### src/lpt_map.vh
`ifndef LPT_MAP_VH
`define LPT_MAP_VH

// Register byte offsets
`define LPT_REG_CTRL 8'h00
`define LPT_REG_STATUS 8'h04
`define LPT_REG_ERRCNT 8'h08

// Control fields
`define LPT_CTRL_PAT_EN 0
`define LPT_CTRL_PAT_INJ 1
`define LPT_CTRL_LLB 2
`define LPT_CTRL_RDL 3
`define LPT_CTRL_RESET 4'h0

// Status fields
`define LPT_ST_LINKED 0
`define LPT_ST_LOOP 1
`define LPT_ST_LOOP_M2 2
`define LPT_ST_REMOTE 3
`define LPT_ST_RDL_UP 4
`define LPT_ST_PAT_RUN 5
`define LPT_ST_PAT_TMO 6
`define LPT_ST_SYNC 7
`define LPT_ST_RDL_STATE 8

// Out-of-band channel commands
`define LPT_CMD_NONE 2'h0
`define LPT_CMD_ON 2'h1
`define LPT_CMD_OFF 2'h2
`define LPT_CMD_ACK 2'h3

// Timing
`define LPT_CLK_HZ 40'd200000000
`define LPT_PAT_TIMEOUT_S 40'd45
`define LPT_RST_DATA_S 40'd4
`define LPT_RST_LONG_S 40'd60
`define LPT_RST_START_S 40'd50
`define LPT_BLINK_MS 40'd250
`define LPT_FLASH_MS 40'd50
`define LPT_MS_PER_S 40'd1000

// Pattern
`define LPT_PRBS_SEED 9'h1FF
`define LPT_INJ_PERIOD 9'h1FF
`define LPT_SYNC_BITS 4'h9

`endif

### src/lpt_test_ctrl.v
// Our own choices: the Wishbone register port and the register addresses.
`timescale 1ns/100ps
`include "lpt_map.vh"
module lpt_test_ctrl #(
    parameter [39:0] PAT_TIMEOUT_CYC = `LPT_PAT_TIMEOUT_S * `LPT_CLK_HZ,
    parameter [39:0] RST_DATA_CYC = `LPT_RST_DATA_S * `LPT_CLK_HZ,
    parameter [39:0] RST_LONG_CYC = `LPT_RST_LONG_S * `LPT_CLK_HZ,
    parameter [39:0] RST_START_CYC = `LPT_RST_START_S * `LPT_CLK_HZ,
    parameter [39:0] BLINK_CYC = `LPT_BLINK_MS * `LPT_CLK_HZ / `LPT_MS_PER_S,
    parameter [39:0] FLASH_CYC = `LPT_FLASH_MS * `LPT_CLK_HZ / `LPT_MS_PER_S
) (
    input wire clk_i,
    input wire rst_i,
    input wire wb_cyc_i,
    input wire wb_stb_i,
    input wire wb_we_i,
    input wire [7:0] wb_adr_i,
    input wire [31:0] wb_dat_i,
    input wire [3:0] wb_sel_i,
    output reg [31:0] wb_dat_o,
    output reg wb_ack_o,
    input wire dte_llb_i,
    input wire dte_rdl_i,
    input wire frame_ok_i,
    input wire bit_tick_i,
    input wire dte_td_i,
    input wire line_rd_i,
    output reg line_td_o,
    output reg dte_rd_o,
    output reg dte_rd_valid_o,
    output reg [1:0] eoc_tx_cmd_o,
    output reg eoc_tx_valid_o,
    input wire eoc_tx_ready_i,
    input wire eoc_tx_done_i,
    input wire [1:0] eoc_rx_cmd_i,
    input wire eoc_rx_valid_i,
    output reg restart_o,
    output reg error_indicator_o,
    output reg test_mode_indicator_o,
    output reg no_signal_indicator_o
);

    localparam [2:0] RDL_IDLE = 3'h0;
    localparam [2:0] REMOTE_LOOP_ON_REQUEST_TX = 3'h1;
    localparam [2:0] RDL_WAIT_ACK = 3'h2;
    localparam [2:0] RDL_ACTIVE = 3'h3;
    localparam [2:0] REMOTE_LOOP_OFF_REQUEST_TX = 3'h4;
    localparam [2:0] REMOTE_LOOP_OFF_REQUEST_WAIT = 3'h5;
    localparam [2:0] RDL_LOCKOUT = 3'h6;

    function prbs_fb;
        input [8:0] sh;
        begin
            prbs_fb = sh[8] ^ sh[4];
        end
    endfunction

    reg [3:0] ctrl_q;
    reg [15:0] errcnt_q;
    reg [1:0] llb_sync_q;
    reg [1:0] rdl_sync_q;
    reg linked_q;
    reg loop_q;
    reg loop_m2_q;
    reg llb_prev_q;
    reg remote_q;
    reg ack_pend_q;
    reg [2:0] rdl_state_q;
    reg rethrown_q;
    reg pat_run_q;
    reg pat_tmo_q;
    reg pat_sw_prev_q;
    reg [39:0] pat_cnt_q;
    reg [39:0] rst_cnt_q;
    reg [39:0] blink_cnt_q;
    reg [39:0] flash_cnt_q;
    reg blink_q;
    reg [8:0] gen_q;
    reg [8:0] inj_cnt_q;
    reg [8:0] det_q;
    reg [3:0] sync_cnt_q;
    reg det_err_q;

    wire llb_req = ctrl_q[`LPT_CTRL_LLB] | llb_sync_q[1];
    wire rdl_req = ctrl_q[`LPT_CTRL_RDL] | rdl_sync_q[1];
    wire pat_sw = ctrl_q[`LPT_CTRL_PAT_EN];
    wire pat_inj = ctrl_q[`LPT_CTRL_PAT_INJ];
    wire pat_allowed = ~(loop_q & loop_m2_q) & ~remote_q;
    wire rdl_up = (rdl_state_q == RDL_ACTIVE);
    wire wb_req = wb_cyc_i & wb_stb_i & ~wb_ack_o;
    wire wb_wr = wb_req & wb_we_i;
    wire rx_on = eoc_rx_valid_i & (eoc_rx_cmd_i == `LPT_CMD_ON);
    wire rx_off = eoc_rx_valid_i & (eoc_rx_cmd_i == `LPT_CMD_OFF);
    wire rx_ack = eoc_rx_valid_i & (eoc_rx_cmd_i == `LPT_CMD_ACK);
    wire tx_take = eoc_tx_valid_o & eoc_tx_ready_i;
    wire gen_bit = prbs_fb(gen_q);
    wire inj_now = pat_inj & (inj_cnt_q == `LPT_INJ_PERIOD);
    wire tx_pat_bit = gen_bit ^ inj_now;
    // Mode 1 loop keeps the pattern inside; otherwise it comes back off the line
    wire det_in = (loop_q & ~loop_m2_q) ? tx_pat_bit : line_rd_i;
    wire det_mis = det_in ^ prbs_fb(det_q);
    wire det_synced = (sync_cnt_q == `LPT_SYNC_BITS);

    reg [39:0] rst_limit;
    reg [31:0] rd_data;

    // Restart limit for consecutive unframed time
    always @* begin
        if (remote_q) begin
            rst_limit = RST_LONG_CYC;
        end else if (pat_run_q) begin
            rst_limit = RST_LONG_CYC;
        end else if (linked_q) begin
            rst_limit = RST_DATA_CYC;
        end else begin
            rst_limit = RST_START_CYC;
        end
    end

    always @* begin
        case (wb_adr_i)
            `LPT_REG_CTRL: rd_data = {28'h0000000, ctrl_q};
            `LPT_REG_STATUS: rd_data = {21'h000000, rdl_state_q, det_synced, pat_tmo_q, pat_run_q,
                                        rdl_up, remote_q, loop_m2_q, loop_q, linked_q};
            `LPT_REG_ERRCNT: rd_data = {16'h0000, errcnt_q};
            default: rd_data = 32'h00000000;
        endcase
    end

    // Register bus
    always @(posedge clk_i) begin
        if (rst_i) begin
            wb_ack_o <= 1'b0;
            wb_dat_o <= 32'h00000000;
            ctrl_q <= `LPT_CTRL_RESET;
        end else begin
            wb_ack_o <= wb_req;
            wb_dat_o <= wb_req ? rd_data : 32'h00000000;
            if (wb_wr && wb_adr_i == `LPT_REG_CTRL && wb_sel_i[0]) begin
                ctrl_q <= wb_dat_i[3:0];
            end
        end
    end

    // Pin synchronisers
    always @(posedge clk_i) begin
        if (rst_i) begin
            llb_sync_q <= 2'h0;
            rdl_sync_q <= 2'h0;
        end else begin
            llb_sync_q <= {llb_sync_q[0], dte_llb_i};
            rdl_sync_q <= {rdl_sync_q[0], dte_rdl_i};
        end
    end

    // Link state and restart timer
    always @(posedge clk_i) begin
        if (rst_i) begin
            linked_q <= 1'b0;
            rst_cnt_q <= 40'h0000000000;
            restart_o <= 1'b0;
        end else begin
            restart_o <= 1'b0;
            if (frame_ok_i) begin
                rst_cnt_q <= 40'h0000000000;
                linked_q <= 1'b1;
            end else if (rst_cnt_q + 40'h0000000001 >= rst_limit) begin
                rst_cnt_q <= 40'h0000000000;
                linked_q <= 1'b0;
                restart_o <= 1'b1;
            end else begin
                rst_cnt_q <= rst_cnt_q + 40'h0000000001;
            end
        end
    end

    // Local loop
    always @(posedge clk_i) begin
        if (rst_i) begin
            loop_q <= 1'b0;
            loop_m2_q <= 1'b0;
            llb_prev_q <= 1'b0;
        end else begin
            llb_prev_q <= llb_req;
            if (llb_req && !llb_prev_q) begin
                loop_q <= 1'b1;
                loop_m2_q <= linked_q;
            end else if (!llb_req) begin
                loop_q <= 1'b0;
                loop_m2_q <= 1'b0;
            end
        end
    end

    // Remote loop, local side and far-end side
    always @(posedge clk_i) begin
        if (rst_i) begin
            rdl_state_q <= RDL_IDLE;
            rethrown_q <= 1'b0;
            remote_q <= 1'b0;
            ack_pend_q <= 1'b0;
            eoc_tx_valid_o <= 1'b0;
            eoc_tx_cmd_o <= `LPT_CMD_NONE;
        end else begin
            if (tx_take) begin
                eoc_tx_valid_o <= 1'b0;
                eoc_tx_cmd_o <= `LPT_CMD_NONE;
            end
            // Far end of a remote loop
            if (rx_on && rdl_state_q == RDL_IDLE) begin
                remote_q <= 1'b1;
                ack_pend_q <= 1'b1;
            end else if (rx_off || restart_o) begin
                remote_q <= 1'b0;
            end
            if (ack_pend_q && (!eoc_tx_valid_o || tx_take)) begin
                eoc_tx_valid_o <= 1'b1;
                eoc_tx_cmd_o <= `LPT_CMD_ACK;
                ack_pend_q <= 1'b0;
            end
            case (rdl_state_q)
                RDL_IDLE: begin
                    if (rdl_req && !remote_q && !ack_pend_q && !eoc_tx_valid_o) begin
                        eoc_tx_valid_o <= 1'b1;
                        eoc_tx_cmd_o <= `LPT_CMD_ON;
                        rdl_state_q <= REMOTE_LOOP_ON_REQUEST_TX;
                    end
                end
                REMOTE_LOOP_ON_REQUEST_TX: begin
                    if (tx_take) begin
                        rdl_state_q <= RDL_WAIT_ACK;
                    end
                end
                RDL_WAIT_ACK: begin
                    if (rx_ack) begin
                        rdl_state_q <= RDL_ACTIVE;
                    end else if (!rdl_req) begin
                        rdl_state_q <= REMOTE_LOOP_OFF_REQUEST_TX;
                    end
                end
                RDL_ACTIVE: begin
                    if (restart_o) begin
                        rdl_state_q <= RDL_IDLE;
                    end else if (!rdl_req) begin
                        rdl_state_q <= REMOTE_LOOP_OFF_REQUEST_TX;
                    end
                end
                REMOTE_LOOP_OFF_REQUEST_TX: begin
                    if (rdl_req) begin
                        rethrown_q <= 1'b1;
                    end
                    if (!eoc_tx_valid_o && !ack_pend_q) begin
                        eoc_tx_valid_o <= 1'b1;
                        eoc_tx_cmd_o <= `LPT_CMD_OFF;
                        rdl_state_q <= REMOTE_LOOP_OFF_REQUEST_WAIT;
                    end
                end
                REMOTE_LOOP_OFF_REQUEST_WAIT: begin
                    if (rdl_req) begin
                        rethrown_q <= 1'b1;
                    end
                    // Held until the request has left the channel in full
                    if (eoc_tx_done_i && !eoc_tx_valid_o) begin
                        rdl_state_q <= (rethrown_q || rdl_req) ? RDL_LOCKOUT : RDL_IDLE;
                        rethrown_q <= 1'b0;
                    end
                end
                RDL_LOCKOUT: begin
                    if (!rdl_req) begin
                        rdl_state_q <= RDL_IDLE;
                    end
                end
                default: begin
                    rdl_state_q <= RDL_IDLE;
                end
            endcase
        end
    end

    // Pattern run, timeout and sticky timeout flag
    always @(posedge clk_i) begin
        if (rst_i) begin
            pat_run_q <= 1'b0;
            pat_tmo_q <= 1'b0;
            pat_sw_prev_q <= 1'b0;
            pat_cnt_q <= 40'h0000000000;
        end else begin
            pat_sw_prev_q <= pat_sw;
            if (!pat_sw) begin
                pat_run_q <= 1'b0;
                pat_tmo_q <= 1'b0;
                pat_cnt_q <= 40'h0000000000;
            end else if (pat_sw && !pat_sw_prev_q && pat_allowed) begin
                pat_run_q <= 1'b1;
                pat_cnt_q <= 40'h0000000000;
            end else if (pat_run_q) begin
                if (!pat_allowed) begin
                    pat_run_q <= 1'b0;
                end else if (pat_cnt_q + 40'h0000000001 >= PAT_TIMEOUT_CYC) begin
                    pat_run_q <= 1'b0;
                    pat_tmo_q <= 1'b1;
                end else begin
                    pat_cnt_q <= pat_cnt_q + 40'h0000000001;
                end
            end
        end
    end

    // Generator and detector, one step per line bit
    always @(posedge clk_i) begin
        if (rst_i || !pat_run_q) begin
            gen_q <= `LPT_PRBS_SEED;
            inj_cnt_q <= 9'h000;
            det_q <= 9'h000;
            sync_cnt_q <= 4'h0;
            det_err_q <= 1'b0;
        end else begin
            det_err_q <= 1'b0;
            if (bit_tick_i) begin
                gen_q <= {gen_q[7:0], gen_bit};
                inj_cnt_q <= inj_now ? 9'h000 : inj_cnt_q + 9'h001;
                det_q <= {det_q[7:0], det_in};
                // Errors count only once nine clean bits filled the register
                if (!det_synced) begin
                    sync_cnt_q <= det_mis ? 4'h0 : sync_cnt_q + 4'h1;
                end else if (det_mis) begin
                    det_err_q <= 1'b1;
                end
            end
        end
    end

    // Error count, cleared by a write to its offset unless an error is counted in that same cycle
    always @(posedge clk_i) begin
        if (rst_i) begin
            errcnt_q <= 16'h0000;
        end else if (det_err_q && errcnt_q != 16'hFFFF) begin
            errcnt_q <= errcnt_q + 16'h0001;
        end else if (wb_wr && wb_adr_i == `LPT_REG_ERRCNT) begin
            errcnt_q <= 16'h0000;
        end
    end

    // Data path steering
    always @(posedge clk_i) begin
        if (rst_i) begin
            line_td_o <= 1'b1;
            dte_rd_o <= 1'b1;
            dte_rd_valid_o <= 1'b0;
        end else if (remote_q) begin
            line_td_o <= line_rd_i;
            dte_rd_o <= line_rd_i;
            dte_rd_valid_o <= 1'b1;
        end else if (pat_run_q && loop_q && !loop_m2_q) begin
            line_td_o <= 1'b1;
            dte_rd_o <= 1'b1;
            dte_rd_valid_o <= 1'b0;
        end else if (pat_run_q) begin
            line_td_o <= tx_pat_bit;
            dte_rd_o <= 1'b1;
            dte_rd_valid_o <= 1'b0;
        end else if (loop_q) begin
            line_td_o <= loop_m2_q ? line_rd_i : 1'b1;
            dte_rd_o <= dte_td_i;
            dte_rd_valid_o <= 1'b1;
        end else begin
            line_td_o <= dte_td_i;
            dte_rd_o <= line_rd_i;
            dte_rd_valid_o <= linked_q;
        end
    end

    // Indicators
    always @(posedge clk_i) begin
        if (rst_i) begin
            blink_cnt_q <= 40'h0000000000;
            blink_q <= 1'b0;
            flash_cnt_q <= 40'h0000000000;
            error_indicator_o <= 1'b0;
            test_mode_indicator_o <= 1'b0;
            no_signal_indicator_o <= 1'b1;
        end else begin
            if (blink_cnt_q + 40'h0000000001 >= BLINK_CYC) begin
                blink_cnt_q <= 40'h0000000000;
                blink_q <= ~blink_q;
            end else begin
                blink_cnt_q <= blink_cnt_q + 40'h0000000001;
            end
            // Stretch so single bit errors are visible
            if (det_err_q) begin
                flash_cnt_q <= FLASH_CYC;
            end else if (flash_cnt_q != 40'h0000000000) begin
                flash_cnt_q <= flash_cnt_q - 40'h0000000001;
            end
            error_indicator_o <= pat_tmo_q ? blink_q : (flash_cnt_q != 40'h0000000000);
            test_mode_indicator_o <= loop_q | remote_q | pat_run_q | (rdl_state_q != RDL_IDLE
                                     && rdl_state_q != RDL_LOCKOUT);
            no_signal_indicator_o <= ~linked_q;
        end
    end

endmodule // lpt_test_ctrl

### config.mk
export PLATFORM = sky130hd
export DESIGN_NAME = lpt_test_ctrl
export DESIGN_NICKNAME = d
export VERILOG_FILES = /design/src/lpt_test_ctrl.v
export VERILOG_INCLUDE_DIRS = /design/src
export SDC_FILE = /design/constraint.sdc
export NUM_CORES = 1
export LEC_CHECK = 0
export CAP_MARGIN = 20
export CORE_MARGIN = 2
export CORE_UTILIZATION = 40
export CTS_BUF_LIST = sky130_fd_sc_hd__clkbuf_4
export DETAILED_ROUTE_END_ITERATION = 12
export DONT_BUFFER_PORTS = 1
export SLEW_MARGIN = 40
export SYNTH_ARGS = -nofsm -noshare
export SYNTH_HDL_FRONTEND = slang
export SYNTH_SLANG_ARGS = --single-unit
### constraint.sdc
create_clock -name clk_i -period 4.95 [get_ports clk_i]
set_input_delay 0.2475 -clock clk_i [delete_from_list [all_inputs] [get_ports clk_i]]
set_output_delay 0.2475 -clock clk_i [all_outputs]
set_load 0.05 [all_outputs]
After elaboration in Yosys (flattened, before gate mapping)

Cells that the tools add are included.
Widths: inputs -> output; s select.

Flip-flop bits (word level): 273
Output and inout bits: 43
Logic and storage cells: 211

$add $sub $neg: 7
Order comparisons: 3
Equality and inequality tests: 21
Multiplexer cells: 61
Bitwise operators: 32
Reductions and logical operators: 50

Operator list:

| kind                  | count |
|---|---|
| $add 40x1->40 const B | 3 |
| $mux 34               | 3 |
| $mux 24               | 2 |
| $pmux 16 s3           | 1 |
| $ge 40x26->1 const B  | 1 |
| $ge 40x34->1 const B  | 1 |
| $ge 40x40->1          | 1 |
| $reduce_bool 40->1    | 1 |
| $sub 40x1->40 const B | 1 |
| $mux 1                | 34 |
| $mux 16               | 2 |
| $mux 3                | 9 |
| $pmux 3 s7            | 1 |
| $logic_and 1x1->1     | 17 |
| $add 16x1->16 const B | 1 |
| $ne 16x16->1 const B  | 1 |
| $not 1->1             | 12 |
| $reduce_or 2->1       | 6 |
| $and 1x1->1           | 11 |
| $reduce_bool 2->1     | 5 |
| $add 9x1->9 const B   | 1 |
| $eq 3x3->1 const B    | 3 |
| $eq 9x9->1 const B    | 1 |
| $mux 9                | 1 |
| 27 further kinds      | 55 |

Longest topological paths before layout

Gate-level depths: netlist (run 1).

Depth after elaboration: 6
Gate-level depth with buffers: 17
Gate-level depth less buffers: 15

Least setup slack after synthesis (run 1)

OpenSTA, ideal clock, no wires.

Kind: flip-flop to flip-flop
From: register rst_cnt_q[0]
To: register rst_cnt_q[12]
Arrival time: 3.319 ns
Path slack: 1.570 ns
Stages on the path, launching flop included: 18
Path through: dfxtp_1 > ha_1 > nand2_1 > nor4_4 > and4_1 > buf_4 > nand2_1 > xnor2_1 > ha_1 > a21o_1 > a21o_1 > a21o_1 > a21o_1 > a21oi_1 > o221a_2 > o211ai_2 > buf_6 > nor2b_2

Cells in the longest elaborated chain, start to end: 3

RTL lines:

| what                      | line                                     | source |
|---|---|---|
| start, declared           | lpt_test_ctrl.v:74                       | `reg [39:0] rst_cnt_q;` |
| start signal, assigned    | lpt_test_ctrl.v:172                      | `rst_cnt_q <= rst_cnt_q + 40'h0000000001;` |
| $add 40x1->40 *           | lpt_test_ctrl.v:167, lpt_test_ctrl.v:172 |  |
| $ge 40x40->1              | lpt_test_ctrl.v:167                      | `end else if (rst_cnt_q + 40'h0000000001 >= rst_limit) begin` |
| $reduce_or 3->1 (no line) | n/a                                      |  |

Mark *: on every way between the ends. The rest lies on a longest branch, timed or not.
A chain may end at the register's enable or synchronous reset.

Worst setup path in the final report (run 1)

From: register rst_cnt_q[0]
To: register rst_cnt_q[23]

The elaborated chain is that of the path after synthesis.

==> results of run 1 <==
==> cell usage after synthesis, types with 7 or more instances <==
| cell type | number | area share (%) |
|---|---|---|
| sky130_fd_sc_hd__dfxtp_1 | 257 | 39 |
| sky130_fd_sc_hd__nor2_1 | 203 | 5.8 |
| sky130_fd_sc_hd__nand2_1 | 135 | 3.8 |
| sky130_fd_sc_hd__a21oi_1 | 73 | 2.8 |
| sky130_fd_sc_hd__nand3_1 | 68 | 2.6 |
| sky130_fd_sc_hd__xor2_1 | 62 | 4.1 |
| sky130_fd_sc_hd__xnor2_1 | 60 | 4.0 |
| sky130_fd_sc_hd__mux2i_1 | 54 | 4.1 |
| sky130_fd_sc_hd__nand4_1 | 53 | 2.5 |
| sky130_fd_sc_hd__and3_1 | 44 | 2.1 |
| sky130_fd_sc_hd__nor4_1 | 44 | 2.1 |
| sky130_fd_sc_hd__nor3_1 | 43 | 1.6 |
| sky130_fd_sc_hd__clkbuf_1 | 42 | 1.2 |
| sky130_fd_sc_hd__o21ai_0 | 42 | 1.6 |
| sky130_fd_sc_hd__inv_1 | 32 | 0.91 |
| sky130_fd_sc_hd__ha_1 | 31 | 2.9 |
| sky130_fd_sc_hd__or3_1 | 29 | 1.4 |
| sky130_fd_sc_hd__nand2b_1 | 26 | 1.2 |
| sky130_fd_sc_hd__buf_4 | 20 | 1.1 |
| sky130_fd_sc_hd__nor2b_2 | 19 | 1.3 |
| sky130_fd_sc_hd__buf_2 | 17 | 0.65 |
| sky130_fd_sc_hd__nor2b_1 | 17 | 0.81 |
| sky130_fd_sc_hd__or4_1 | 17 | 0.97 |
| sky130_fd_sc_hd__and4_1 | 14 | 0.93 |
| sky130_fd_sc_hd__and2_1 | 13 | 0.62 |
| sky130_fd_sc_hd__a21o_1 | 12 | 0.68 |
| sky130_fd_sc_hd__a31oi_1 | 12 | 0.57 |
| sky130_fd_sc_hd__nand4b_1 | 9 | 0.60 |
| sky130_fd_sc_hd__a211oi_1 | 7 | 0.40 |
| sky130_fd_sc_hd__o211ai_1 | 7 | 0.40 |
==> power by group through the flow <==
stage               logic, mW  registers, mW  clock network (mW)
global placement        0.783           2.37                   0
floorplan               0.699           2.35                   0
CTS                     0.846           2.33                1.91
global route            0.964           2.35                2.02
finish                  0.843           2.33                1.83
detailed placement      0.800           2.37                   0
==> cell type report <==
class	instances	area, µm²	share of cell area (%)
Clock inverter	15	70.1	0.475
Antenna cell	3	7.51	0.0509
Tap cell	442	553	3.75
Clock buffer	103	773	5.24
Sequential cell	257	5140	34.9
Multi-Input combinational cell	1225	7620	51.7
Inverter	33	124	0.840
Timing Repair Buffer	43	453	3.07
==> flip-flops by register name, indices dropped and copies added (netlist names), 2 cells and up <==
register and cells:
eoc_tx_cmd_o 2, pat_cnt_q 40, inj_cnt_q 9, errcnt_q 16
llb_sync_q 2, det_q 9, flash_cnt_q 40, gen_q 9
wb_dat_o 16, ctrl_q 4, sync_cnt_q 4, rdl_state_q 3
rst_cnt_q 40, rdl_sync_q 2, blink_cnt_q 40
==> worst max-delay path: cells and delay by family (launching register included) <==
family / cells / cell delay, ns
and+or+nand+nor: 5 / 1.31
buffers and inverters: 1 / 0.20
DFF: 1 / 0.36
adders and majority gates: 2 / 0.52
xor gates and xnor gates: 1 / 0.21
AOI/OAI and AO/OA: 7 / 1.22
==> metal layers <==
layer  wire length, µm  share of wire, %
met2             13000                45
met4               842               2.9
met5                 0                 0
met3              1370               4.7
met1             13800                47
==> path summary, 6_finish.rpt <==
check                              to  cells after the start
max          rst_cnt_q[23]$_SDFF_PP0_                     16
min            ctrl_q[0]$_SDFFE_PP0P_                      3
max reg2reg  rst_cnt_q[23]$_SDFF_PP0_                     16
min reg2reg  rdl_sync_q[1]$_SDFF_PP0_                      1
==> cells by family after synthesis <==
family,share of synthesized area (%)
AND/OR/NAND/NOR,31.0
flip-flops,39.1
AO/OA/AOI/OAI,10.2
XOR/XNOR,8.12
buffers and inverters,4.30
multiplexers,4.36
adder cells (fa/ha/maj),2.95
other,0.0285
==> metrics by stage <==
step,cell area [µm²],hold slack (ns),setup WS [ns]
floorplan,13300,0.356,1.57
global placement,13500,0.327,0.718
detailed placement,13600,0.328,1.02
CTS,14700,0.00145,0.980
global route,14700,0.0264,0.726
finish,14700,0.0520,1.03
==> impl_results.rst, run 1 <==
.. list-table::
   :header-rows: 1

   * - Metric
     - Value
   * - Syn. warnings
     - 0
   * - Synth cell types
     - 84
   * - Source of the worst register-to-register timing path
     - rst_cnt_q[0]$_SDFF_PP0_
   * - Peak VDD IR
     - 0.166 mV
   * - Number of buffers created by CTS
     - 72
   * - Leftover overflow at the end of global routing
     - 0
   * - Pleak
     - 5.51 nW
   * - HPWL Detailed
     - 19600 µm
   * - Setup repair bufs after CTS
     - 0
   * - Average via count per standard cell
     - between 5 and 6
   * - Most used flip-flop cell after synthesis
     - sky130_fd_sc_hd__dfxtp_1
   * - Post-route fraction of the period consumed by the critical path
     - 79.2%
   * - Cell-internal power
     - about 3.5 mW
   * - Syn avg cell area
     - roughly 8.4 µm²
   * - Maximum number of pins on one net before global-route repair
     - 57
   * - Die Ht
     - 185 µm
   * - Share of synthesized registers carrying an async set or reset
     - 0%
   * - Worst hold path type
     - input pin to flop
   * - Die outline width
     - ~190 µm
   * - Post-route ant nets
     - 0
   * - Kind of start point of the critical path
     - flop
   * - Routing layer with the top usage in global route
     - met2
   * - Root buf cell
     - sky130_fd_sc_hd__clkbuf_4
   * - Starting Density
     - 40.6%
   * - Number of failing setup endpoints in the final timing report
     - 0
   * - Most frequent standard cell in the layout excluding fill and tap cells
     - sky130_fd_sc_hd__dfxtp_1
   * - Maximum capacitance violations
     - 0
   * - Final Hold Fails
     - 0
   * - Proportion of layout cells with a drive suffix above 1
     - between 10% and 20%
   * - Non-filler cells, final
     - 2121
   * - Max-slew headroom
     - 46.2%
   * - Layout overhead on the synthesized area
     - 12.0%
   * - Internal reg-to-reg setup slack
     - 1.03 ns
   * - Post-Route Setup TNS
     - 0 ns
   * - RePlAce Congestion
     - 0.821
   * - Number of flops mapped to enable cells by yosys
     - 0
   * - FF+latch count, synth
     - 257
   * - Via Count
     - 11100
   * - Number of detailed-routing iterations run before antenna repair
     - 6
   * - Maximum single-stage delay on the critical path
     - 0.49 ns
   * - Kind of capture point of the worst setup path
     - flop
   * - Cell Rows
     - between 60 and 70
   * - Number of nets in the layout
     - 1723
   * - Fillers
     - 3249
   * - Sinks on the clock net
     - 257
   * - Register clock-pin slew on the reported worst setup and hold paths
     - about 0.060 ns
   * - Number of global-route vias before repair
     - 10700
   * - Total detailed-routing wirelength
     - 29000 µm
   * - Post-Syn Instances
     - 1564
   * - Hold-fix buffer count after cts
     - 29
   * - Number of instances in the placed design
     - 1971
   * - Count of cells resized by post-cts repair
     - 0
   * - Logic pwr share
     - between 10% and 20%
   * - CTS tree
     - done
   * - Post-synth design cell area
     - 13200 µm²
   * - Launch instance of the worst min-delay path
     - wb_sel_i[0]
   * - Sequential fraction of the synthesis area
     - 39.1%
   * - H-tree Lvls
     - 3
   * - Biggest fanout along the worst timing path
     - 14
   * - Outcome
     - finished clean
   * - Worst Path Arrival
     - 4.54 ns
   * - Clock share of power
     - 36.6%
   * - Final period demand of the worst path
     - 3.92 ns
   * - Overall routing resource usage
     - 17.4%
   * - Portion of total power attributed to sequential cells
     - between 40% and 50%
   * - Area of the die
     - 34400 µm²
   * - Fraction of met2 tracks used by global routing
     - 28.0%
   * - Count of port buffers added during placement
     - 0
   * - Endpoint required time on the critical path
     - 5.57 ns
   * - Area of the core
     - ~32000 µm²
   * - Number of slew-limit violations in the final report
     - 0
   * - Met1 track utilization from global routing
     - 22.3%
   * - Number of DRC violations after detailed routing
     - 0
   * - Number of top-level pins
     - 103
   * - Max clock buf depth
     - 3
   * - Wire length per cell after detailed routing
     - roughly 14 µm
   * - Worst setup path startpoint
     - rst_cnt_q[0]$_SDFF_PP0_
   * - Timing-limited maximum frequency
     - 255 MHz
   * - Global-route met3 utilization
     - 4.21%
   * - 1st-iter DRT viols
     - 621
   * - Setup repair after global routing missed its margin
     - false
   * - Initial antenna violation count
     - 2
   * - Switching share of power
     - 30.0%
   * - Net Sw Power
     - roughly 1.5 mW
   * - Cell breakdown of the critical path
     - ha_1 -> nand2_1 -> nor4_4 -> and4_1 -> nand2_1 -> xnor2_1 -> ha_1 -> a21o_1 -> a21o_1 -> a21o_1 -> a21o_1 -> a21oi_1 -> o221a_2 -> o211ai_4 -> buf_8 -> nor2b_1
   * - WS Path Type
     - flop to flop
   * - Commonest cells after routing, fill and taps aside
     - sky130_fd_sc_hd__dfxtp_1 (257), sky130_fd_sc_hd__nor2_1 (203), sky130_fd_sc_hd__nand2_1 (135), sky130_fd_sc_hd__clkbuf_4 (103), sky130_fd_sc_hd__a21oi_1 (72)
   * - Cell seen most often among critical-path stages
     - sky130_fd_sc_hd__a21o_1
   * - Global-route wire length before repair
     - 49900 µm
   * - Final core utilization
     - between 40% and 50%
   * - Power density over cell area
     - 339 nW/µm²
   * - Library cell contributing the largest single delay on the critical path
     - sky130_fd_sc_hd__nor4_4
   * - Actual transition at the worst max-transition pin
     - 0.807 ns
   * - Worst-skew pair later-pin latency
     - ~0.72 ns
   * - Clock tree skew after final layout
     - between 0.04 and 0.05 ns
   * - PnR Total Power
     - 5.00 mW
Power figures use the tool's default switching activity.
==> run 2: changes to the inputs <==
==> constraint.sdc (replaced) <==
create_clock -name clk_i -period 3.3 [get_ports clk_i]
set_input_delay 0.165 -clock clk_i [delete_from_list [all_inputs] [get_ports clk_i]]
set_output_delay 0.165 -clock clk_i [all_outputs]
set_load 0.05 [all_outputs]
==> run 2 against run 1 <==
Compared with the run above:
- the flow now finishes with violations (setup timing)
- sequential share of layout area shrank 3.0 points
- clock-buffer cell count shrank 9
- combinational power grew 59%
- die area is the same
- utilization grew 4.6 points
- critical path type unchanged
==> impl_results.rst, run 2 (same netlist as run 1, synthesis figures left out) <==
.. list-table::
   :header-rows: 1

   * - Metric
     - Value
   * - Via Count
     - 11800 (+5.5%)
   * - Final core utilization
     - 50.1% (+4.6 points)
   * - Maximum single-stage delay on the critical path
     - 0.36 ns (-0.13 ns)
   * - Gate family responsible for the most delay along the worst path
     - compound AO/OA/AOI/OAI gates
   * - Area of the core
     - 32500 µm² (unchanged)
   * - Failing checks
     - setup timing
   * - Clock share of power
     - 38.0% (+1.4 points)
   * - Final period demand of the worst path
     - 3.33 ns (-0.591 ns)
   * - 1st-iter DRT viols
     - 578 (-6.9%)
   * - Kind of start point of the critical path
     - flop
   * - Endpoint required time on the critical path
     - 3.93 ns (-1.64 ns)
   * - Number of top-level pins
     - 103 (unchanged)
   * - Cell Rows
     - 66 (unchanged)
   * - Number of global-route vias before repair
     - 10900 (+1.9%)
   * - Register clock-pin slew on the reported worst setup and hold paths
     - 0.06 ns (about the same)
   * - Worst slack at placement
     - 0.0402 ns (-0.978 ns)
   * - Kind of capture point of the worst setup path
     - flop
   * - Number of buffers created by CTS
     - 74 (+2.8%)
   * - Worst path setup slack after routing
     - -0.0284 ns (-1.06 ns)
   * - Worst-skew pair later-pin latency
     - 0.74 ns (+0.02 ns)
   * - Number of slew-limit violations in the final report
     - 0 (unchanged)
   * - Worst hold path type
     - input pin to flop
   * - Layout overhead on the synthesized area
     - 23.4%
   * - Die outline width
     - 185 µm (unchanged)
   * - Total detailed-routing wirelength
     - 31100 µm (+7.3%)
   * - Power density over cell area
     - 479 nW/µm² (+41%)
   * - WS Path Type
     - flop to flop
   * - Die Ht
     - 185 µm (unchanged)
   * - Post-route fraction of the period consumed by the critical path
     - 101% (+22 points)
   * - PnR Total Power
     - 7.78 mW (+56%)
   * - Starting Density
     - 40.6% (unchanged)
   * - Library cell contributing the largest single delay on the critical path
     - sky130_fd_sc_hd__dfxtp_4
   * - Final Hold Fails
     - 0 (unchanged)
   * - Timing-limited maximum frequency
     - 300 MHz (+18%)
   * - Most frequent standard cell in the layout excluding fill and tap cells
     - sky130_fd_sc_hd__dfxtp_1
   * - Actual transition at the worst max-transition pin
     - 0.721 ns (-0.0859 ns)
   * - Root buf cell
     - sky130_fd_sc_hd__clkbuf_4
   * - Max clock buf depth
     - 3 (unchanged)
   * - Average via count per standard cell
     - 5.26 (+0.20%)
   * - Number of nets in the layout
     - 1832 (+6.3%)
   * - Post-Route Setup TNS
     - -0.0912 ns (-0.0912 ns)
   * - Wire length per cell after detailed routing
     - 13.9 µm (+1.8%)
   * - Number of failing setup endpoints in the final timing report
     - 6 (+6)
   * - Leftover overflow at the end of global routing
     - 0 (unchanged)
   * - Final Hold Slack
     - 0.0851 ns (+0.0331 ns)
   * - Worst Path Arrival
     - 3.96 ns (-0.58 ns)
   * - Proportion of layout cells with a drive suffix above 1
     - 19.5% (+9.0 points)
   * - Area of the die
     - 34400 µm² (unchanged)
   * - RePlAce Congestion
     - 0.834 (+1.7%)
   * - H-tree Lvls
     - 3 (unchanged)
   * - Number of instances in the placed design
     - 2040 (+3.5%)
   * - Portion of total power attributed to sequential cells
     - 44.8% (-1.8 points)
   * - Maximum number of pins on one net before global-route repair
     - 57 (unchanged)
   * - Number of DRC violations after detailed routing
     - 0 (unchanged)
   * - Clock tree skew after final layout
     - 0.0643 ns (+0.0154 ns)
   * - Sinks on the clock net
     - 257 (unchanged)
   * - Outcome
     - finished, violations left
   * - Worst path buffer plus inverter count
     - 3 (+2)
   * - Biggest fanout along the worst timing path
     - 8 (-6)
   * - HPWL Detailed
     - 20200 µm (+3.2%)
   * - Pleak
     - 6.18 nW (+12%)
   * - Logic pwr share
     - 17.2% (+0.3 points)
   * - Commonest cells after routing, fill and taps aside
     - sky130_fd_sc_hd__dfxtp_1 (235), sky130_fd_sc_hd__nor2_1 (188), sky130_fd_sc_hd__nand2_1 (133), sky130_fd_sc_hd__buf_4 (97), sky130_fd_sc_hd__clkbuf_4 (94)
   * - Global-route wire length before repair
     - 50800 µm (+1.8%)
   * - Overall routing resource usage
     - 17.7% (+0.28 points)
   * - Setup repair after global routing missed its margin
     - true
   * - Net Sw Power
     - 2.33 mW (+55%)
   * - Cell seen most often among critical-path stages
     - sky130_fd_sc_hd__a21o_1
   * - Placed standard-cell area
     - 14100 µm² (+3.7%)
   * - Switching share of power
     - 30.0% (-0.089 points)
   * - Fillers
     - 3113 (-4.2%)
   * - Maximum capacitance violations
     - 0 (unchanged)
   * - Cell breakdown of the critical path
     - nand4_4 -> nor4_4 -> buf_4 -> nand3_2 -> xnor2_2 -> ha_1 -> a21o_1 -> a21o_1 -> a21o_1 -> a21o_1 -> a21o_1 -> a21oi_2 -> o221a_2 -> o211ai_4 -> buf_12 -> clkbuf_16 -> nor2b_4
   * - Non-filler cells, final
     - 2234 (+5.3%)
   * - Number of detailed-routing iterations run before antenna repair
     - 5 (-1)
   * - Post-route ant nets
     - 0 (unchanged)
   * - Count of port buffers added during placement
     - 0 (unchanged)
   * - CTS tree
     - done
   * - Final design area excluding fillers
     - 16200 µm² (+10%)
   * - Cell-internal power
     - 5.45 mW (+56%)
   * - Peak VDD IR
     - 0.261 mV (+58%)
   * - Initial antenna violation count
     - 1 (-1)
   * - Max-slew headroom
     - 51.5% (+5.3 points)
## run 2: repair_timing
item                                   4_1_cts  5_1_grt
hold buffers                                40        0
resized for setup                            0      131
setup endpoints to repair                    0       73
endpoints found under the hold margin      176        0
setup buffers                                0       24
## run 2: layout make-up
type / instances / area [µm²] / share of cell area [%]
Sequential cell: 257 / 5180 / 31.9
Antenna cell: 1 / 2.50 / 0.0154
Clock buffer: 94 / 706 / 4.34
Inverter: 33 / 124 / 0.763
Clock inverter: 32 / 209 / 1.29
Multi-Input combinational cell: 1225 / 8100 / 49.9
Tap cell: 442 / 553 / 3.40
Timing Repair Buffer: 150 / 1360 / 8.40
## run 2: final timing paths
check	start	to	slack (ns)	cells past startpoint
max	rst_cnt_q[6]$_SDFF_PP0_	rst_cnt_q[6]$_SDFF_PP0_	-0.03	17
min	dte_rdl_i	rdl_sync_q[0]$_SDFF_PP0_	0.09	2
max reg2reg	rst_cnt_q[6]$_SDFF_PP0_	rst_cnt_q[6]$_SDFF_PP0_	-0.03	17
min reg2reg	gen_q[5]$_SDFFE_PP1P_	gen_q[6]$_SDFFE_PP1P_	0.45	2
## run 2: per-layer routing
metal	track usage, %	part of all wire [%]	up-vias
li1	-	-	5926
met1	22.5	46	5534
met3	4.15	4.9	49
met4	6.89	1.8	0
met5	0	0	-
met2	28.9	47	248
## run 2: power by group through the flow
stage | clock (mW) | sequential [mW] | combinational [mW]
2_1_floorplan | 0 | 3.52 | 1.05
3_3_place_gp | 0 | 3.55 | 1.24
3_5_place_dp | 0 | 3.55 | 1.26
4_1_cts | 3.08 | 3.49 | 1.34
5_1_grt | 3.25 | 3.51 | 1.52
6_report | 2.96 | 3.48 | 1.34
## run 2: worst reg2reg max path: stages, from the launching register on
cell                        delay (ns)
sky130_fd_sc_hd__dfxtp_4          0.36
sky130_fd_sc_hd__nand4_4          0.14
sky130_fd_sc_hd__nor4_4           0.33
sky130_fd_sc_hd__buf_4            0.20
sky130_fd_sc_hd__nand3_2          0.09
sky130_fd_sc_hd__xnor2_2          0.16
sky130_fd_sc_hd__ha_1             0.21
sky130_fd_sc_hd__a21o_1           0.18
sky130_fd_sc_hd__a21o_1           0.17
sky130_fd_sc_hd__a21o_1           0.16
sky130_fd_sc_hd__a21o_1           0.18
sky130_fd_sc_hd__a21o_1           0.18
sky130_fd_sc_hd__a21oi_2          0.11
sky130_fd_sc_hd__o221a_2          0.25
sky130_fd_sc_hd__o211ai_4         0.09
sky130_fd_sc_hd__buf_12           0.17
sky130_fd_sc_hd__clkbuf_16        0.18
sky130_fd_sc_hd__nor2b_4          0.10
==> run 3: changes to the inputs <==
--- a/config.mk
+++ b/config.mk
@@ -12,6 +12,7 @@
 export CTS_BUF_LIST = sky130_fd_sc_hd__clkbuf_4
 export DETAILED_ROUTE_END_ITERATION = 12
 export DONT_BUFFER_PORTS = 1
+export SKIP_CTS_REPAIR_TIMING = 1
 export SLEW_MARGIN = 40
 export SYNTH_ARGS = -nofsm -noshare
 export SYNTH_HDL_FRONTEND = slang
==> run 3 against run 2 <==
Compared with the run above:
- the flow finishes with violations (hold timing, setup timing)
- cell count hardly changed
- total power hardly changed
- clock power barely moved
- clock skew down 0.0062 ns
- critical path depth is the same
- sequential power about the same
- non-clock buffer count shrank 2
- worst setup slack gained 0.00054 ns
- first-iteration DRC count shrank 0.35%
- cell area decreased by 0.16%
- wire length up 0.13%
- critical endpoint unchanged
- largest cell class unchanged
==> impl_results.rst, run 3 (same netlist as run 1, synthesis figures left out) <==
.. list-table::
   :header-rows: 1

   * - Metric
     - Value
   * - Initial antenna violation count
     - 1 (unchanged)
   * - Non-filler cells, final
     - 2232 (-0.090%)
   * - Cell Rows
     - 66 (unchanged)
   * - Die Ht
     - 185 µm (unchanged)
   * - Library cell contributing the largest single delay on the critical path
     - sky130_fd_sc_hd__dfxtp_2
   * - Average via count per standard cell
     - 5.24 (-0.45%)
   * - Max clock buf depth
     - 3 (unchanged)
   * - Endpoint required time on the critical path
     - 3.93 ns (about the same)
   * - Number of top-level pins
     - 103 (unchanged)
   * - Post-route ant nets
     - 0 (unchanged)
   * - Worst hold path type
     - input pin to flop
   * - Global-route wire length before repair
     - 49500 µm (-2.5%)
   * - Cell breakdown of the critical path
     - nand3_1 -> nor2_1 -> buf_4 -> nand2_2 -> nor2_2 -> xor2_1 -> ha_2 -> o21a_1 -> o21a_1 -> o21ai_1 -> a21oi_1 -> nor3_1 -> o221a_2 -> o211ai_4 -> buf_12 -> clkbuf_16 -> nor2b_4
   * - Final Hold Fails
     - 6 (+6)
   * - Actual transition at the worst max-transition pin
     - 0.729 ns (+0.00856 ns)
   * - Area of the core
     - 32500 µm² (unchanged)
   * - Die outline width
     - 185 µm (unchanged)
   * - WS Path Type
     - flop to flop
   * - Kind of capture point of the worst setup path
     - flop
   * - Post-route fraction of the period consumed by the critical path
     - 101% (about the same)
   * - Root buf cell
     - sky130_fd_sc_hd__clkbuf_4
   * - Failing checks
     - hold timing, setup timing
   * - Layout overhead on the synthesized area
     - 23.2%
   * - Number of nets in the layout
     - 1830 (-0.11%)
   * - Final core utilization
     - 50.0% (-0.081 points)
   * - Final period demand of the worst path
     - 3.33 ns (-0.000541 ns)
   * - Outcome
     - finished, violations left
   * - Power density over cell area
     - 480 nW/µm² (+0.19%)
   * - Biggest fanout along the worst timing path
     - 8 (unchanged)
   * - Worst slack at placement
     - 0.0402 ns (unchanged)
   * - Levels on crit path
     - 17 (unchanged)
   * - HPWL Detailed
     - 20200 µm (unchanged)
   * - Commonest cells after routing, fill and taps aside
     - sky130_fd_sc_hd__dfxtp_1 (237), sky130_fd_sc_hd__nor2_1 (188), sky130_fd_sc_hd__nand2_1 (133), sky130_fd_sc_hd__buf_4 (99), sky130_fd_sc_hd__clkbuf_4 (94)
   * - Count of cells along the worst hold path
     - 3 (+1)
   * - Worst r2r path cells
     - 17 (unchanged)
   * - Maximum single-stage delay on the critical path
     - 0.36 ns (about the same)
   * - Total detailed-routing wirelength
     - 31100 µm (+0.13%)
   * - CTS tree
     - done
   * - Worst path setup slack after routing
     - -0.0278 ns (+0.000541 ns)
   * - Worst path buffer plus inverter count
     - 3 (unchanged)
   * - Via Count
     - 11700 (-0.54%)
   * - Number of global-route vias before repair
     - 10600 (-2.8%)
   * - Number of DRC violations after detailed routing
     - 0 (unchanged)
   * - Worst Path Arrival
     - 3.95 ns (about the same)
   * - Overall routing resource usage
     - 17.2% (-0.43 points)
   * - Maximum capacitance violations
     - 0 (unchanged)
   * - 1st-iter DRT viols
     - 576 (-0.35%)
   * - Setup repair after global routing missed its margin
     - true
   * - Area of the die
     - 34400 µm² (unchanged)
   * - Wire length per cell after detailed routing
     - 14.0 µm (+0.22%)
   * - H-tree Lvls
     - 3 (unchanged)
   * - Kind of start point of the critical path
     - flop
   * - Clock tree skew after final layout
     - 0.0581 ns (-0.00621 ns)
   * - Final Hold Slack
     - -0.0138 ns (-0.0989 ns)
   * - Number of buffers created by CTS
     - 74 (unchanged)
   * - Number of instances in the placed design
     - 2040 (unchanged)
   * - Leftover overflow at the end of global routing
     - 0 (unchanged)
   * - Count of port buffers added during placement
     - 0 (unchanged)
   * - PnR Total Power
     - 7.78 mW (about the same)
   * - Post-Route Setup TNS
     - -0.0844 ns (+0.00680 ns)
   * - Number of failing setup endpoints in the final timing report
     - 5 (-1)
   * - Proportion of layout cells with a drive suffix above 1
     - 19.4% (-0.090 points)
   * - Worst-skew pair later-pin latency
     - 0.73 ns (about the same)
   * - Max-slew headroom
     - 50.9% (-0.58 points)
   * - Number of detailed-routing iterations run before antenna repair
     - 5 (unchanged)
   * - Sinks on the clock net
     - 257 (unchanged)
   * - Maximum number of pins on one net before global-route repair
     - 58 (+1.8%)
   * - Gate family responsible for the most delay along the worst path
     - simple AND/OR/NAND/NOR gates
   * - Pleak
     - 6.16 nW (-0.30%)
   * - Most frequent standard cell in the layout excluding fill and tap cells
     - sky130_fd_sc_hd__dfxtp_1
   * - Starting Density
     - 40.6% (unchanged)
   * - Number of slew-limit violations in the final report
     - 0 (unchanged)
   * - Register clock-pin slew on the reported worst setup and hold paths
     - 0.07 ns (about the same)
   * - Peak VDD IR
     - 0.302 mV (+16%)
   * - RePlAce Congestion
     - 0.834 (unchanged)
   * - Cell seen most often among critical-path stages
     - sky130_fd_sc_hd__o21a_1
   * - Timing-limited maximum frequency
     - 300 MHz (about the same)
## run 3: cell count changes in the layout (fill, tap and decap cells not counted)
cell	change
sky130_fd_sc_hd__buf_4	+2
sky130_fd_sc_hd__buf_6	-1
sky130_fd_sc_hd__dfxtp_1	+2
sky130_fd_sc_hd__dfxtp_2	-2
sky130_fd_sc_hd__dlygate4sd3_1	-3
sky130_fd_sc_hd__nor4_1	+1
sky130_fd_sc_hd__nor4_2	-2
sky130_fd_sc_hd__nor4_4	+1
## run 3: cell type report
type	count	area (µm²)
Antenna cell	1	2.50
Tap cell	442	553
Sequential cell	257	5180
Clock buffer	94	706
Inverter	33	124
Timing Repair Buffer	148	1340
Fill cell	3114	16200
Multi-Input combinational cell	1225	8100
Clock inverter	32	209
## run 3: through the flow
step	area, µm²	hold WS, ns
finish	16200	-0.0138
global route	16200	-0.0194
CTS	15000	-0.565
detailed placement	14100	0.247
global placement	14100	0.244
floorplan	13300	0.274
## run 3: path summary, 6_finish.rpt
check                                                 end                       from  slack [ns]
worst max-delay path              rst_cnt_q[6]$_SDFF_PP0_   rst_cnt_q[13]$_SDFF_PP0_       -0.03
worst min-delay path               wb_dat_o[6]$_SDFF_PP0_                wb_adr_i[1]       -0.01
worst max register to register    rst_cnt_q[6]$_SDFF_PP0_   rst_cnt_q[13]$_SDFF_PP0_       -0.03
worst min register to register  blink_cnt_q[0]$_SDFF_PP0_  blink_cnt_q[0]$_SDFF_PP0_        0.45
## run 3: routing by layer
metal  up-vias  global-route usage, %  part of all wire [%]
met1      5494                   22.1                    46
met5         -                      0                     0
met4         0                   6.41                   1.8
met3        50                   4.07                   4.4
met2       236                   28.1                    47
li1       5914                      -                     -
## run 3: power by group
group / internal, mW / total [mW] / switching, mW
logic: 0.587 / 1.34 / 0.755
registers: 3.29 / 3.48 / 0.195
clock network: 1.57 / 2.96 / 1.39
total: 5.45 / 7.78 / 2.34
## run 3: tightest hold or removal path, cell delays in order
cell                      delay (ns)
sky130_fd_sc_hd__nor2_1         0.04
sky130_fd_sc_hd__nand4_1        0.37
sky130_fd_sc_hd__nor2_1         0.09
